File: src/common/rsc_cfg.svh
// register map, field positions, reset values and timing counts of the reset source controller
`ifndef RSC_CFG_SVH
`define RSC_CFG_SVH

`define RSC_FLAGS_IDX 10'h0ef
`define RSC_WDT_IDX 10'h0f0
`define RSC_SUPPLY_IDX 10'h0ff

`define RSC_BIT_PIN 0
`define RSC_BIT_POR 1
`define RSC_BIT_MCD 2
`define RSC_BIT_WDT 3
`define RSC_BIT_SW 4
`define RSC_BIT_CMP 5
`define RSC_BIT_FLASH 6

`define RSC_SUP_BIT_EN 7
`define RSC_SUP_BIT_STAT 6
`define RSC_SUP_BIT_LVL 5

`define RSC_WDT_BIT_EN 0
`define RSC_WDT_BIT_KICK 1

`define RSC_FLAGS_RST 8'h02
`define RSC_HOLD_RST 8'hff

`define RSC_CLK_PERIOD_NS 4
`define RSC_MCD_TIMEOUT_NS 500
`define RSC_MCD_CYC ((`RSC_MCD_TIMEOUT_NS + `RSC_CLK_PERIOD_NS - 1) / `RSC_CLK_PERIOD_NS)
`define RSC_RST_HOLD_NS 100
`define RSC_RST_HOLD_CYC ((`RSC_RST_HOLD_NS + `RSC_CLK_PERIOD_NS - 1) / `RSC_CLK_PERIOD_NS)
`define RSC_WDT_DIV 12
`define RSC_WDT_TICKS 65536

`endif

File: src/common/rsc_pkg.sv
// types shared by the reset source controller
package rsc_pkg;

    typedef enum logic {RSC_RUN, RSC_HOLD} rsc_phase_t;

    typedef struct packed {
        rsc_phase_t phase;
        logic [7:0] hold_cnt;
        logic [7:0] flags;
        logic mcd_en;
        logic cmp_sel;
        logic por_sel;
        logic sup_en;
        logic sup_lvl;
        logic wdt_en;
        logic wdt_kick;
        logic sw_req;
        logic mcd_last;
        logic [3:0] div_cnt;
        logic div_tick;
        logic pready;
        logic pslverr;
        logic [31:0] prdata;
        logic sys_reset;
        logic pin_oe;
        logic pin_out;
    } rsc_state_t;

endpackage

File: src/hw/rsc_ctrl.sv
// reset source controller: collects reset requests, records the cause, apb register access
//
// Local design decision: the APB interface to the registers.
`timescale 1ns/1ns
`default_nettype none
`include "rsc_cfg.svh"

module rsc_ctrl
    import rsc_pkg::*;
#(
    parameter int WDT_TICKS = `RSC_WDT_TICKS
) (
    input wire logic pclk,              // system clock
    input wire logic presetn,           // power-on reset, async, active low
    input wire logic psel,              // apb select
    input wire logic penable,           // apb enable
    input wire logic pwrite,            // apb direction
    input wire logic [11:0] paddr,      // apb byte address
    input wire logic [31:0] pwdata,     // apb write data
    output logic [31:0] prdata,         // apb read data
    output logic pready,                // apb ready
    output logic pslverr,               // apb error, unmapped address
    input wire logic monitored_clk,     // clock watched for loss
    input wire logic comparator_out,    // comparator 0 output, async
    input wire logic supply_ok,         // supply above threshold, async
    input wire logic ext_reset_pin_n,   // reset pin level, async
    input wire logic wdt_kick_in,       // watchdog restart from counter array logic
    input wire logic flash_write_req,   // flash write or erase, one cycle
    input wire logic flash_read_req,    // code space data read, one cycle
    input wire logic fetch_req,         // instruction fetch or branch, one cycle
    input wire logic addr_reserved,     // access target at or above reserved space
    input wire logic flash_write_enable,// flash writes enabled
    input wire logic security_blocked,  // access refused by security setting
    output logic sys_reset_out,         // system reset, active high
    output logic pin_drive_oe,          // reset pin pull-down enable
    output logic pin_drive_out          // reset pin driven level
);
    rsc_state_t s;
    rsc_state_t next_s;

    logic cmp_sync;
    logic sup_sync;
    logic pin_sync;
    logic clk_sync;
    logic mcd_exp;
    logic wdt_exp;
    logic flash_any;
    logic flash_err;
    logic [7:0] cause;
    logic [7:0] pick;
    logic setup;
    logic wr_done;
    logic hit_flags;
    logic hit_wdt;
    logic hit_sup;

    rsc_sync2 #(.RST_VAL(1'b1)) u_sync_cmp (.clk(pclk), .rst_n(presetn), .async_in(comparator_out),
        .sync_out(cmp_sync));
    rsc_sync2 #(.RST_VAL(1'b1)) u_sync_sup (.clk(pclk), .rst_n(presetn), .async_in(supply_ok),
        .sync_out(sup_sync));
    rsc_sync2 #(.RST_VAL(1'b1)) u_sync_pin (.clk(pclk), .rst_n(presetn), .async_in(ext_reset_pin_n),
        .sync_out(pin_sync));
    rsc_sync2 #(.RST_VAL(1'b0)) u_sync_clk (.clk(pclk), .rst_n(presetn), .async_in(monitored_clk),
        .sync_out(clk_sync));

    // each edge of the watched clock retriggers the one-shot
    rsc_timeout #(.W(8), .LIMIT(`RSC_MCD_CYC)) u_mcd (
        .clk(pclk),
        .rst_n(presetn),
        .enable(s.mcd_en && !s.sys_reset),
        .tick(1'b1),
        .restart(clk_sync ^ s.mcd_last),
        .expired(mcd_exp)
    );

    rsc_timeout #(.W(17), .LIMIT(WDT_TICKS)) u_wdt (
        .clk(pclk),
        .rst_n(presetn),
        .enable(s.wdt_en && !s.sys_reset),
        .tick(s.div_tick),
        .restart(s.wdt_kick || wdt_kick_in),
        .expired(wdt_exp)
    );

    assign setup = psel && !penable;
    assign wr_done = psel && penable && s.pready && pwrite && !s.pslverr;
    assign hit_flags = (paddr[11:2] == `RSC_FLAGS_IDX) && (paddr[1:0] == 2'b00);
    assign hit_wdt = (paddr[11:2] == `RSC_WDT_IDX) && (paddr[1:0] == 2'b00);
    assign hit_sup = (paddr[11:2] == `RSC_SUPPLY_IDX) && (paddr[1:0] == 2'b00);

    assign flash_any = flash_write_req || flash_read_req;
    assign flash_err = (flash_write_req && flash_write_enable && addr_reserved)
        || ((flash_read_req || fetch_req) && addr_reserved)
        || (flash_any && security_blocked)
        || (flash_any && !(s.sup_lvl && s.sup_en && s.por_sel));

    always_comb
    begin
        cause = 8'h00;
        cause[`RSC_BIT_PIN] = !pin_sync;
        cause[`RSC_BIT_POR] = s.por_sel && s.sup_en && !sup_sync;
        cause[`RSC_BIT_MCD] = mcd_exp;
        cause[`RSC_BIT_WDT] = wdt_exp;
        cause[`RSC_BIT_SW] = s.sw_req;
        cause[`RSC_BIT_CMP] = s.cmp_sel && !cmp_sync;
        cause[`RSC_BIT_FLASH] = flash_err;
        // lowest bit wins so exactly one source is recorded
        pick = 8'h00;
        for (int i = 6; i >= 0; i--)
        begin
            if (cause[i])
            begin
                pick = 8'h00;
                pick[i] = 1'b1;
            end
        end
    end

    always_comb
    begin
        next_s = s;
        next_s.wdt_kick = 1'b0;
        next_s.div_tick = 1'b0;
        next_s.pready = 1'b0;
        next_s.pslverr = 1'b0;
        next_s.mcd_last = clk_sync;
        next_s.pin_out = 1'b0;
        // divide by 12 for the watchdog count enable
        if (s.div_cnt == 4'(`RSC_WDT_DIV - 1))
        begin
            next_s.div_cnt = 4'h0;
            next_s.div_tick = 1'b1;
        end
        else
        begin
            next_s.div_cnt = s.div_cnt + 4'h1;
        end

        // answer is registered in the setup cycle, so every access has one access cycle
        if (setup)
        begin
            next_s.pready = 1'b1;
            next_s.prdata = 32'h0000_0000;
            if (hit_flags)
            begin
                next_s.prdata[6:0] = s.flags[6:0];
            end
            else if (hit_wdt)
            begin
                next_s.prdata[`RSC_WDT_BIT_EN] = s.wdt_en;
            end
            else if (hit_sup)
            begin
                next_s.prdata[`RSC_SUP_BIT_EN] = s.sup_en;
                next_s.prdata[`RSC_SUP_BIT_STAT] = sup_sync;
                next_s.prdata[`RSC_SUP_BIT_LVL] = s.sup_lvl;
            end
            else
            begin
                next_s.pslverr = 1'b1;
            end
        end

        // flag bits read back the cause; written they act as enables and commands
        if (wr_done && hit_flags)
        begin
            next_s.por_sel = pwdata[`RSC_BIT_POR];
            next_s.mcd_en = pwdata[`RSC_BIT_MCD];
            next_s.cmp_sel = pwdata[`RSC_BIT_CMP];
            if (pwdata[`RSC_BIT_SW])
            begin
                next_s.sw_req = 1'b1;
            end
        end
        if (wr_done && hit_wdt)
        begin
            next_s.wdt_en = pwdata[`RSC_WDT_BIT_EN];
            next_s.wdt_kick = pwdata[`RSC_WDT_BIT_KICK];
        end
        if (wr_done && hit_sup)
        begin
            next_s.sup_en = pwdata[`RSC_SUP_BIT_EN];
            next_s.sup_lvl = pwdata[`RSC_SUP_BIT_LVL];
        end

        case (s.phase)
            RSC_RUN:
            begin
                if (|cause)
                begin
                    next_s.phase = RSC_HOLD;
                    next_s.hold_cnt = 8'(`RSC_RST_HOLD_CYC - 1);
                    next_s.flags = pick;
                    next_s.sys_reset = 1'b1;
                    next_s.pin_oe = pick[`RSC_BIT_POR];
                    next_s.mcd_en = 1'b0;
                    next_s.cmp_sel = 1'b0;
                    next_s.wdt_en = 1'b1;
                    next_s.sw_req = 1'b0;
                    next_s.div_cnt = 4'h0;
                    if (pick[`RSC_BIT_POR])
                    begin
                        next_s.por_sel = 1'b0;
                        next_s.sup_lvl = 1'b0;
                    end
                end
            end
            RSC_HOLD:
            begin
                next_s.sw_req = 1'b0;
                if (s.hold_cnt != 8'h00)
                begin
                    next_s.hold_cnt = s.hold_cnt - 8'h01;
                end
                else if (s.pin_oe)
                begin
                    // let go of our own pull-down first, else we would wait on a pin we hold low
                    next_s.pin_oe = 1'b0;
                end
                else if (pin_sync)
                begin
                    next_s.phase = RSC_RUN;
                    next_s.sys_reset = 1'b0;
                end
            end
            default:
            begin
                next_s.phase = RSC_HOLD;
            end
        endcase
    end

    always_ff @(posedge pclk or negedge presetn)
    begin
        if (!presetn)
        begin
            s <= '0;
            s.phase <= RSC_HOLD;
            s.hold_cnt <= `RSC_HOLD_RST;
            s.flags <= `RSC_FLAGS_RST;
            s.wdt_en <= 1'b1;
            s.sys_reset <= 1'b1;
            s.pin_oe <= 1'b1;
        end
        else
        begin
            s <= next_s;
        end
    end

    assign prdata = s.prdata;
    assign pready = s.pready;
    assign pslverr = s.pslverr;
    assign sys_reset_out = s.sys_reset;
    assign pin_drive_oe = s.pin_oe;
    assign pin_drive_out = s.pin_out;
endmodule // rsc_ctrl
`default_nettype wire

File: src/hw/rsc_sync2.sv
// two-flop synchroniser for one asynchronous level
`timescale 1ns/1ns
`default_nettype none
module rsc_sync2 #(
    parameter logic RST_VAL = 1'b1
) (
    input wire logic clk,       // sampling clock
    input wire logic rst_n,     // async reset, active low
    input wire logic async_in,  // level from another domain
    output logic sync_out       // synchronised level
);
    typedef struct packed {
        logic meta;
        logic stable;
    } rsc_sync_state_t;

    rsc_sync_state_t s;
    rsc_sync_state_t next_s;

    always_comb
    begin
        next_s.meta = async_in;
        next_s.stable = s.meta;
    end

    always_ff @(posedge clk or negedge rst_n)
    begin
        if (!rst_n)
        begin
            s <= {RST_VAL, RST_VAL};
        end
        else
        begin
            s <= next_s;
        end
    end

    assign sync_out = s.stable;
endmodule // rsc_sync2
`default_nettype wire

File: src/hw/rsc_timeout.sv
// tick counter that flags expiry unless restarted; serves clock loss and watchdog
`timescale 1ns/1ns
`default_nettype none
module rsc_timeout #(
    parameter int W = 17,
    parameter int LIMIT = 65536
) (
    input wire logic clk,      // clock
    input wire logic rst_n,    // async reset, active low
    input wire logic enable,   // count only while high
    input wire logic tick,     // one-cycle count enable
    input wire logic restart,  // clears count and expiry
    output logic expired       // level, held until restart or disable
);
    typedef struct packed {
        logic [W-1:0] cnt;
        logic expired;
    } rsc_timeout_state_t;

    rsc_timeout_state_t s;
    rsc_timeout_state_t next_s;

    always_comb
    begin
        next_s = s;
        if (!enable || restart)
        begin
            next_s.cnt = '0;
            next_s.expired = 1'b0;
        end
        else if (tick && !s.expired)
        begin
            if (s.cnt == W'(LIMIT - 1))
            begin
                next_s.expired = 1'b1;
            end
            else
            begin
                next_s.cnt = s.cnt + W'(1);
            end
        end
    end

    always_ff @(posedge clk or negedge rst_n)
    begin
        if (!rst_n)
        begin
            s <= '0;
        end
        else
        begin
            s <= next_s;
        end
    end

    assign expired = s.expired;
endmodule // rsc_timeout
`default_nettype wire
File: config.mk
export PLATFORM = sky130hd
export DESIGN_NAME = rsc_ctrl
export DESIGN_NICKNAME = d
export VERILOG_FILES = /design/src/common/rsc_pkg.sv /design/src/hw/rsc_ctrl.sv /design/src/hw/rsc_sync2.sv /design/src/hw/rsc_timeout.sv
export VERILOG_INCLUDE_DIRS = /design/src /design/src/common
export SDC_FILE = /design/constraint.sdc
export NUM_CORES = 1
export LEC_CHECK = 0
export BUFFER_PORTS_ARGS = -buffer_cell sky130_fd_sc_hd__buf_4
export CAP_MARGIN = 20
export CORE_MARGIN = 4
export CORE_UTILIZATION = 54
export DETAILED_ROUTE_END_ITERATION = 12
export PLACE_DENSITY = 0.86
export REMOVE_ABC_BUFFERS = 1
export SLEW_MARGIN = 5
export SYNTH_ARGS = -nofsm -noshare
export SYNTH_HDL_FRONTEND = slang
export SYNTH_SLANG_ARGS = --single-unit
File: constraint.sdc
create_clock -name pclk -period 2.69 [get_ports pclk]
set_clock_uncertainty 0.2 [all_clocks]
set_input_delay 0.269 -clock pclk [delete_from_list [all_inputs] [get_ports pclk]]
set_output_delay 0.269 -clock pclk [all_outputs]
set_load 0.03 [all_outputs]
======== After elaboration in Yosys (flattened, before gate mapping) ========
Index checks and enable logic that the tools add are counted.
word-level totals
  register bits ........................... 78
  output and inout port bits .............. 37
  word-level logic and storage cells ...... 161
operators by class
  $add $sub $neg .......................... 4
  equality and inequality tests ........... 16
  mux-type cells .......................... 53
  bitwise logic cells ..................... 2
  reductions and logical operators ........ 55
operator list
  kind                     count
  $mux W8                  7
  $mux W18                 2
  $mux W34                 1
  $eq A10 B8 Y1 const B    3
  $logic_and A1 B1 Y1      24
  $mux W1                  20
  $mux W20                 1
  $mux W9                  2
  $pmux W9 S2              1
  $add A17 B1 Y17 const B  1
  $eq A17 B16 Y1 const B   1
  $mux W17                 1
  $mux W4                  4
  $mux W7                  2
  $reduce_and A2 Y1        7
  $mux W2                  6
  $mux W3                  4
  $logic_not A1 Y1         10
  $add A8 B1 Y8 const B    1
  $eq A8 B7 Y1 const B     1
  $logic_or A1 B1 Y1       8
  $ne A2 B1 Y1 const B     4
  $ne A2 B2 Y1 const B     4
  $reduce_bool A8 Y1       1
  other kinds (12)         14

======== Logic depth before layout (Yosys ltp) ========
  depth in word-level cells ............... 15
  gate-level depth with buffers ........... 10
  depth with buffers taken out ............ 9

======== Modules after synthesis ========
Synthesis repeated with hierarchy kept, for this count alone.
unflattened totals
  cell total of the unflattened synthesis .. 384
  area, all modules ....................... 3990.1 µm²
by module, submodules not included
  module                      instances  cells each  area an instance (µm²)  sequential area each (µm²)
  rsc_ctrl                    1          234         2328.5                  1067.3
  rsc_timeout (u_wdt)         1          94          963.4                   450.4
  rsc_timeout (u_mcd)         1          48          490.5                   225.2
  rsc_sync2 (u_sync_cmp ...)  3          2           52.6                    52.6
  rsc_sync2 (u_sync_clk)      1          2           50.0                    50.0

======== Worst setup path before layout ========
OpenSTA, ideal clock, no wires.
  path type ............................... reg2reg
  from .................................... register u_wdt.s[10] in the netlist's numbering
  to ...................................... register u_wdt.s[16] in the netlist's numbering
  data arrival time ....................... 2146 ps
  data required time ...................... 2370 ps
  setup slack ............................. 225 ps
  cell stages (with the launch flop) ...... 11
  path buffers ............................ 1
  period minus slack after synthesis ...... 2465 ps
  cells stage by stage .................... dfrtp_1 > and3_1 > and4_1 > nand3_1 > nor2_1 > ha_1 > nor3b_1 > buf_2 > o2111a_1 > a21oi_1 > a31o_1
on the way
  longest elaborated chain between the ends .. 4
  elaborated cells between the ends (all ways) .. 7
  those cells by class .................... 1 x add/sub; 2 x eq/ne; 3 x mux; 1 x reduce/logical
RTL lines
  item                    RTL line           text
  start, declared         rsc_timeout.sv:20  rsc_timeout_state_t s;
  start signal, assigned  rsc_timeout.sv:52  s <= next_s;
  $add A17 B1 Y17         rsc_timeout.sv:39  next_s.cnt = s.cnt + W'(1);
  $mux W17                rsc_timeout.sv:33  if (s.cnt == W'(LIMIT - 1))
  $mux W18                rsc_timeout.sv:31  else if (tick && !s.expired)
  $mux W18                rsc_timeout.sv:26  if (!enable || restart)
Several ways; a longest one is shown, not always the timed one. The select of a mux whose other input is x is not followed.
A chain may end at the register's enable or synchronous reset.

======== Worst setup path after layout ========
  from .................................... register u_wdt.s[10] in the netlist's numbering
  to ...................................... register u_wdt.s[4] in the netlist's numbering
on the way
  longest elaborated chain between the ends .. 3
RTL lines
  item                         RTL line
  $eq A17 B16 Y1               rsc_timeout.sv:33
  $ne A2 B1 Y1 (no line)       n/a
  $reduce_and A2 Y1 (no line)  n/a
Every way passes these cells.

==> impl_metrics.toml <==
[timing]
hold_viol_final = 0
fin_crit_sh_pct = 94.7
setup_viol = 0
tightestPinTransition_ns = 0.927
relSlewSlack_pct = 38.2
max_freq_ghz = 0.393
finalMaxSlewViolations = 0
period_needed_ns = 2.55

[hold_path]
hold_class = "input port to flop"

[power]
vdd_ir_drop_max_mv = 0.294
leakagePower_nw = 2.10
seqPwrFrac_pct = 46.3
internal_power_mw = 2.32
pwr-share-clk_pct = 33.1
p_per_area_nw_per_um2 = 696
switchingPower_mw = 0.920
p_sw_share_pct = 28.4
combPwrFrac_pct = 20.6
p_total_mw = 3.24

[yosys]
syn_inst = 385
netlist_top_cells_count = "dfrtp_1, nor2_1, buf_4"
avgSynthCellArea_um2 = 10.3
ys_warn_count = 0
synth-seq-cells = 77
synth_edf_count = 0
async_reset_ff_share_pct = 100
synthFlopType = "dfrtp_1"
synth.most_common_cell = "dfrtp_1"
netlist.area_leader.share_pct = 36.7
synth_largest_area_cell = "dfrtp_1"
ys_top_cells_by_area = "dfrtp_1, dfstp_2, buf_4, nor2_1, nand2_1"
synth_cell_types = 63
synth.cell_area_um2 = 3950
ys_seq_area_share_pct = 49.4

[grt]
grt_max_degree = 78
gr-total-overflow = 0
grt_pass1_wl_um = 13900
grt_pass1_vias = 3025
track_usage_pct = 19.7
antenna_found_initial = 0

[clock_network]
clockBufferDepth = 2
insertion_delay_ns = 0.35
cts_root_buf = "clkbuf_8"
cts_num_sinks = 77
path_clk_slew_ns = 0.09
cts_made_buffers = 9
cts_max_level = 3
cts_tree = "yes"

[cells_and_area]
finish.utilization_pct = 67.1
final-instance-count-excl-fill = 545
diodes = 0
syn_to_final_growth_pct = 17.9
drive_gt1_share_pct = 22.9
finalInstanceArea_um2 = 4660
fin_nets = 511

[floorplan]
io_pins = 97
std_cell_rows = 30
die_area_um2 = 8750
initial_core_util_pct = 56.9
die_w_um = 93.6
chipHeight_um = 93.6
core-area_um2 = 6940

[critical_path]
path_cells = "and3_1, and4_1, nand3_1, nor2_1, ha_1, nor3b_2, buf_4, clkdlybuf4s15_2, buf_4, nand3_1, xor2_1, nor2_1"
timing.rr.start = "u_wdt.s[10]"
crit_family = "simple AND/OR/NAND/NOR gates"
critPathCaptureType = "flop"
worst-setup-path-type = "flop to flop"
critPathLaunch = "u_wdt.s[10]"
r2r_slack_ns = 0.14
cp_num_buf_inv = 3
crit_path_top_delay_cell = "dfrtp_1"
crit-reg2reg-capture = "u_wdt.s[4]"
cp.depth = 12
arrival_ns = 2.57
r2r_cells = 12
worst-path-max-fanout = 4
max_stage_delay_ns = 0.41
critPathRequiredTime_ns = 2.72
start_kind = "flop"
crit_end = "u_wdt.s[4]"

[placed_design]
place_inst = 511
numPortBuffers = 45
hpwl_um = 5560
gp_congestion = 0.895
post_dp_cell_area_um2 = 4240

[route]
ant_nets = 0
drt_iter0_drc = 116
finalWirelength_um = 8180
drc_errors = 0
viasPerCell = 5.58
wl_per_cell_um = 15.0
dr.pass1.iters = 5
vias = 3042

[flow_run]
maxCapViolCount = 0

[run_status]
outcome = "completed"
[state kept, by name (all words and copies together) (netlist names), 8 cells and up]
signal / cells
s: 29
u_wdt.s: 17
prdata: 8
u_mcd.s: 8
[metrics by stage]
step / hold slack, ns / setup TNS, ns / worst slack (ns)
floorplan: -0.227 / -2.23 / -0.357
global placement: 0.140 / 0 / 0.164
detailed placement: 0.141 / 0 / 0.0711
CTS: 0.00156 / 0 / 0.0422
global route: 0.0148 / -0.0480 / -0.0231
finish: 0.0128 / 0 / 0.143
[tightest hold or removal path, delay by kind of cell]
family	cells	cell delay, ns
compound gates	1	0.06
buf+inv	1	0.12
simple gates	1	0.06
[repair_timing]
action | in CTS | in global routing
endpoints found under the hold margin | 65 | 1
endpoints found under the setup margin | 0 | 5
hold buffers | 8 | 1
gates resized for setup | 0 | 2
buffers inserted | 0 | 8
[kinds of logic after synthesis]
group	after synthesis	share of synthesized area, %
and+or+nand+nor	155	23.2
AOI/OAI and AO/OA	66	11.5
adders and majority gates	7	2.22
other	1	0.0949
buffers and inverters	57	8.61
muxes	3	0.760
DFF	77	49.4
xor gates and xnor gates	19	4.21
[placed cells by master, fill, tap and decap left out, types with 3 or more instances in the layout]
| master | netlist | routed |
|---|---|---|
| inv_1 | 14 | 14 |
| ha_1 | 7 | 7 |
| nand4b_1 | 3 | 3 |
| dfstp_2 | 19 | 19 |
| a22o_1 | 5 | 5 |
| dlygate4sd3_1 | 0 | 9 |
| nor2_1 | 35 | 35 |
| dfrtp_1 | 58 | 58 |
| xor2_1 | 10 | 10 |
| mux2i_1 | 3 | 3 |
| o21ai_0 | 4 | 4 |
| nand3_1 | 18 | 18 |
| and4_1 | 3 | 3 |
| or3_1 | 5 | 5 |
| buf_4 | 33 | 56 |
| nand3b_1 | 3 | 3 |
| and3_1 | 7 | 7 |
| a211oi_1 | 4 | 4 |
| nor4_4 | 4 | 4 |
| nor2b_1 | 3 | 3 |
| or4_4 | 3 | 3 |
| conb_1 | 1 | 25 |
| a21oi_1 | 17 | 17 |
| a211o_1 | 4 | 4 |
| nor3_1 | 7 | 7 |
| xnor2_1 | 9 | 9 |
| clkbuf_8 | 0 | 11 |
| o21ai_1 | 8 | 8 |
| nand2_1 | 27 | 27 |
| nor4b_1 | 4 | 4 |
| nor4_1 | 4 | 4 |
| bufinv_16 | 0 | 3 |
| nand4_1 | 7 | 7 |
| and2_1 | 4 | 4 |
[worst min-delay path by stage]
stage | startpoint | endpoint | slack (ns) | cells past startpoint
finish | pwdata[2] | s[50] | 0.01 | 3
global placement | u_sync_clk.next_s[0] | u_sync_clk.sync_out | 0.14 | 0
global route | pwdata[2] | s[50] | 0.01 | 3
detailed placement | u_sync_clk.next_s[0] | u_sync_clk.sync_out | 0.14 | 0
CTS | pwdata[5] | s[49] | 0.002 | 3
floorplan | presetn | cause[4] | -0.23 | 0
[metal layers]
| layer | track usage [%] | routed length [um] | up-vias |
|---|---|---|---|
| li1 | - | - | 1441 |
| met1 | 25.7 | 3560 | 1477 |
| met2 | 31.7 | 3980 | 109 |
| met3 | 3.70 | 474 | 15 |
| met4 | 8.90 | 164 | 0 |
| met5 | 0 | 0 | - |
[power by group through the flow]
stage | sequential, mW | clock (mW) | combinational (mW)
6_report | 1.50 | 1.07 | 0.667
5_1_grt | 1.53 | 1.14 | 0.736
4_1_cts | 1.50 | 1.08 | 0.632
3_5_place_dp | 1.52 | 0 | 0.613
3_3_place_gp | 1.51 | 0 | 0.585
2_1_floorplan | 1.51 | 0 | 0.416
[layout make-up]
class                           instances  area, um^2
Fill cell                             514        2280
Sequential cell                        77        1950
Multi-Input combinational cell        275        1760
Timing Repair Buffer                   66         522
Clock buffer                           12         155
Tap cell                               96         120
Clock inverter                          4        95.1
Inverter                               15        56.3
Note: power is estimated with default switching activity, not from simulation.
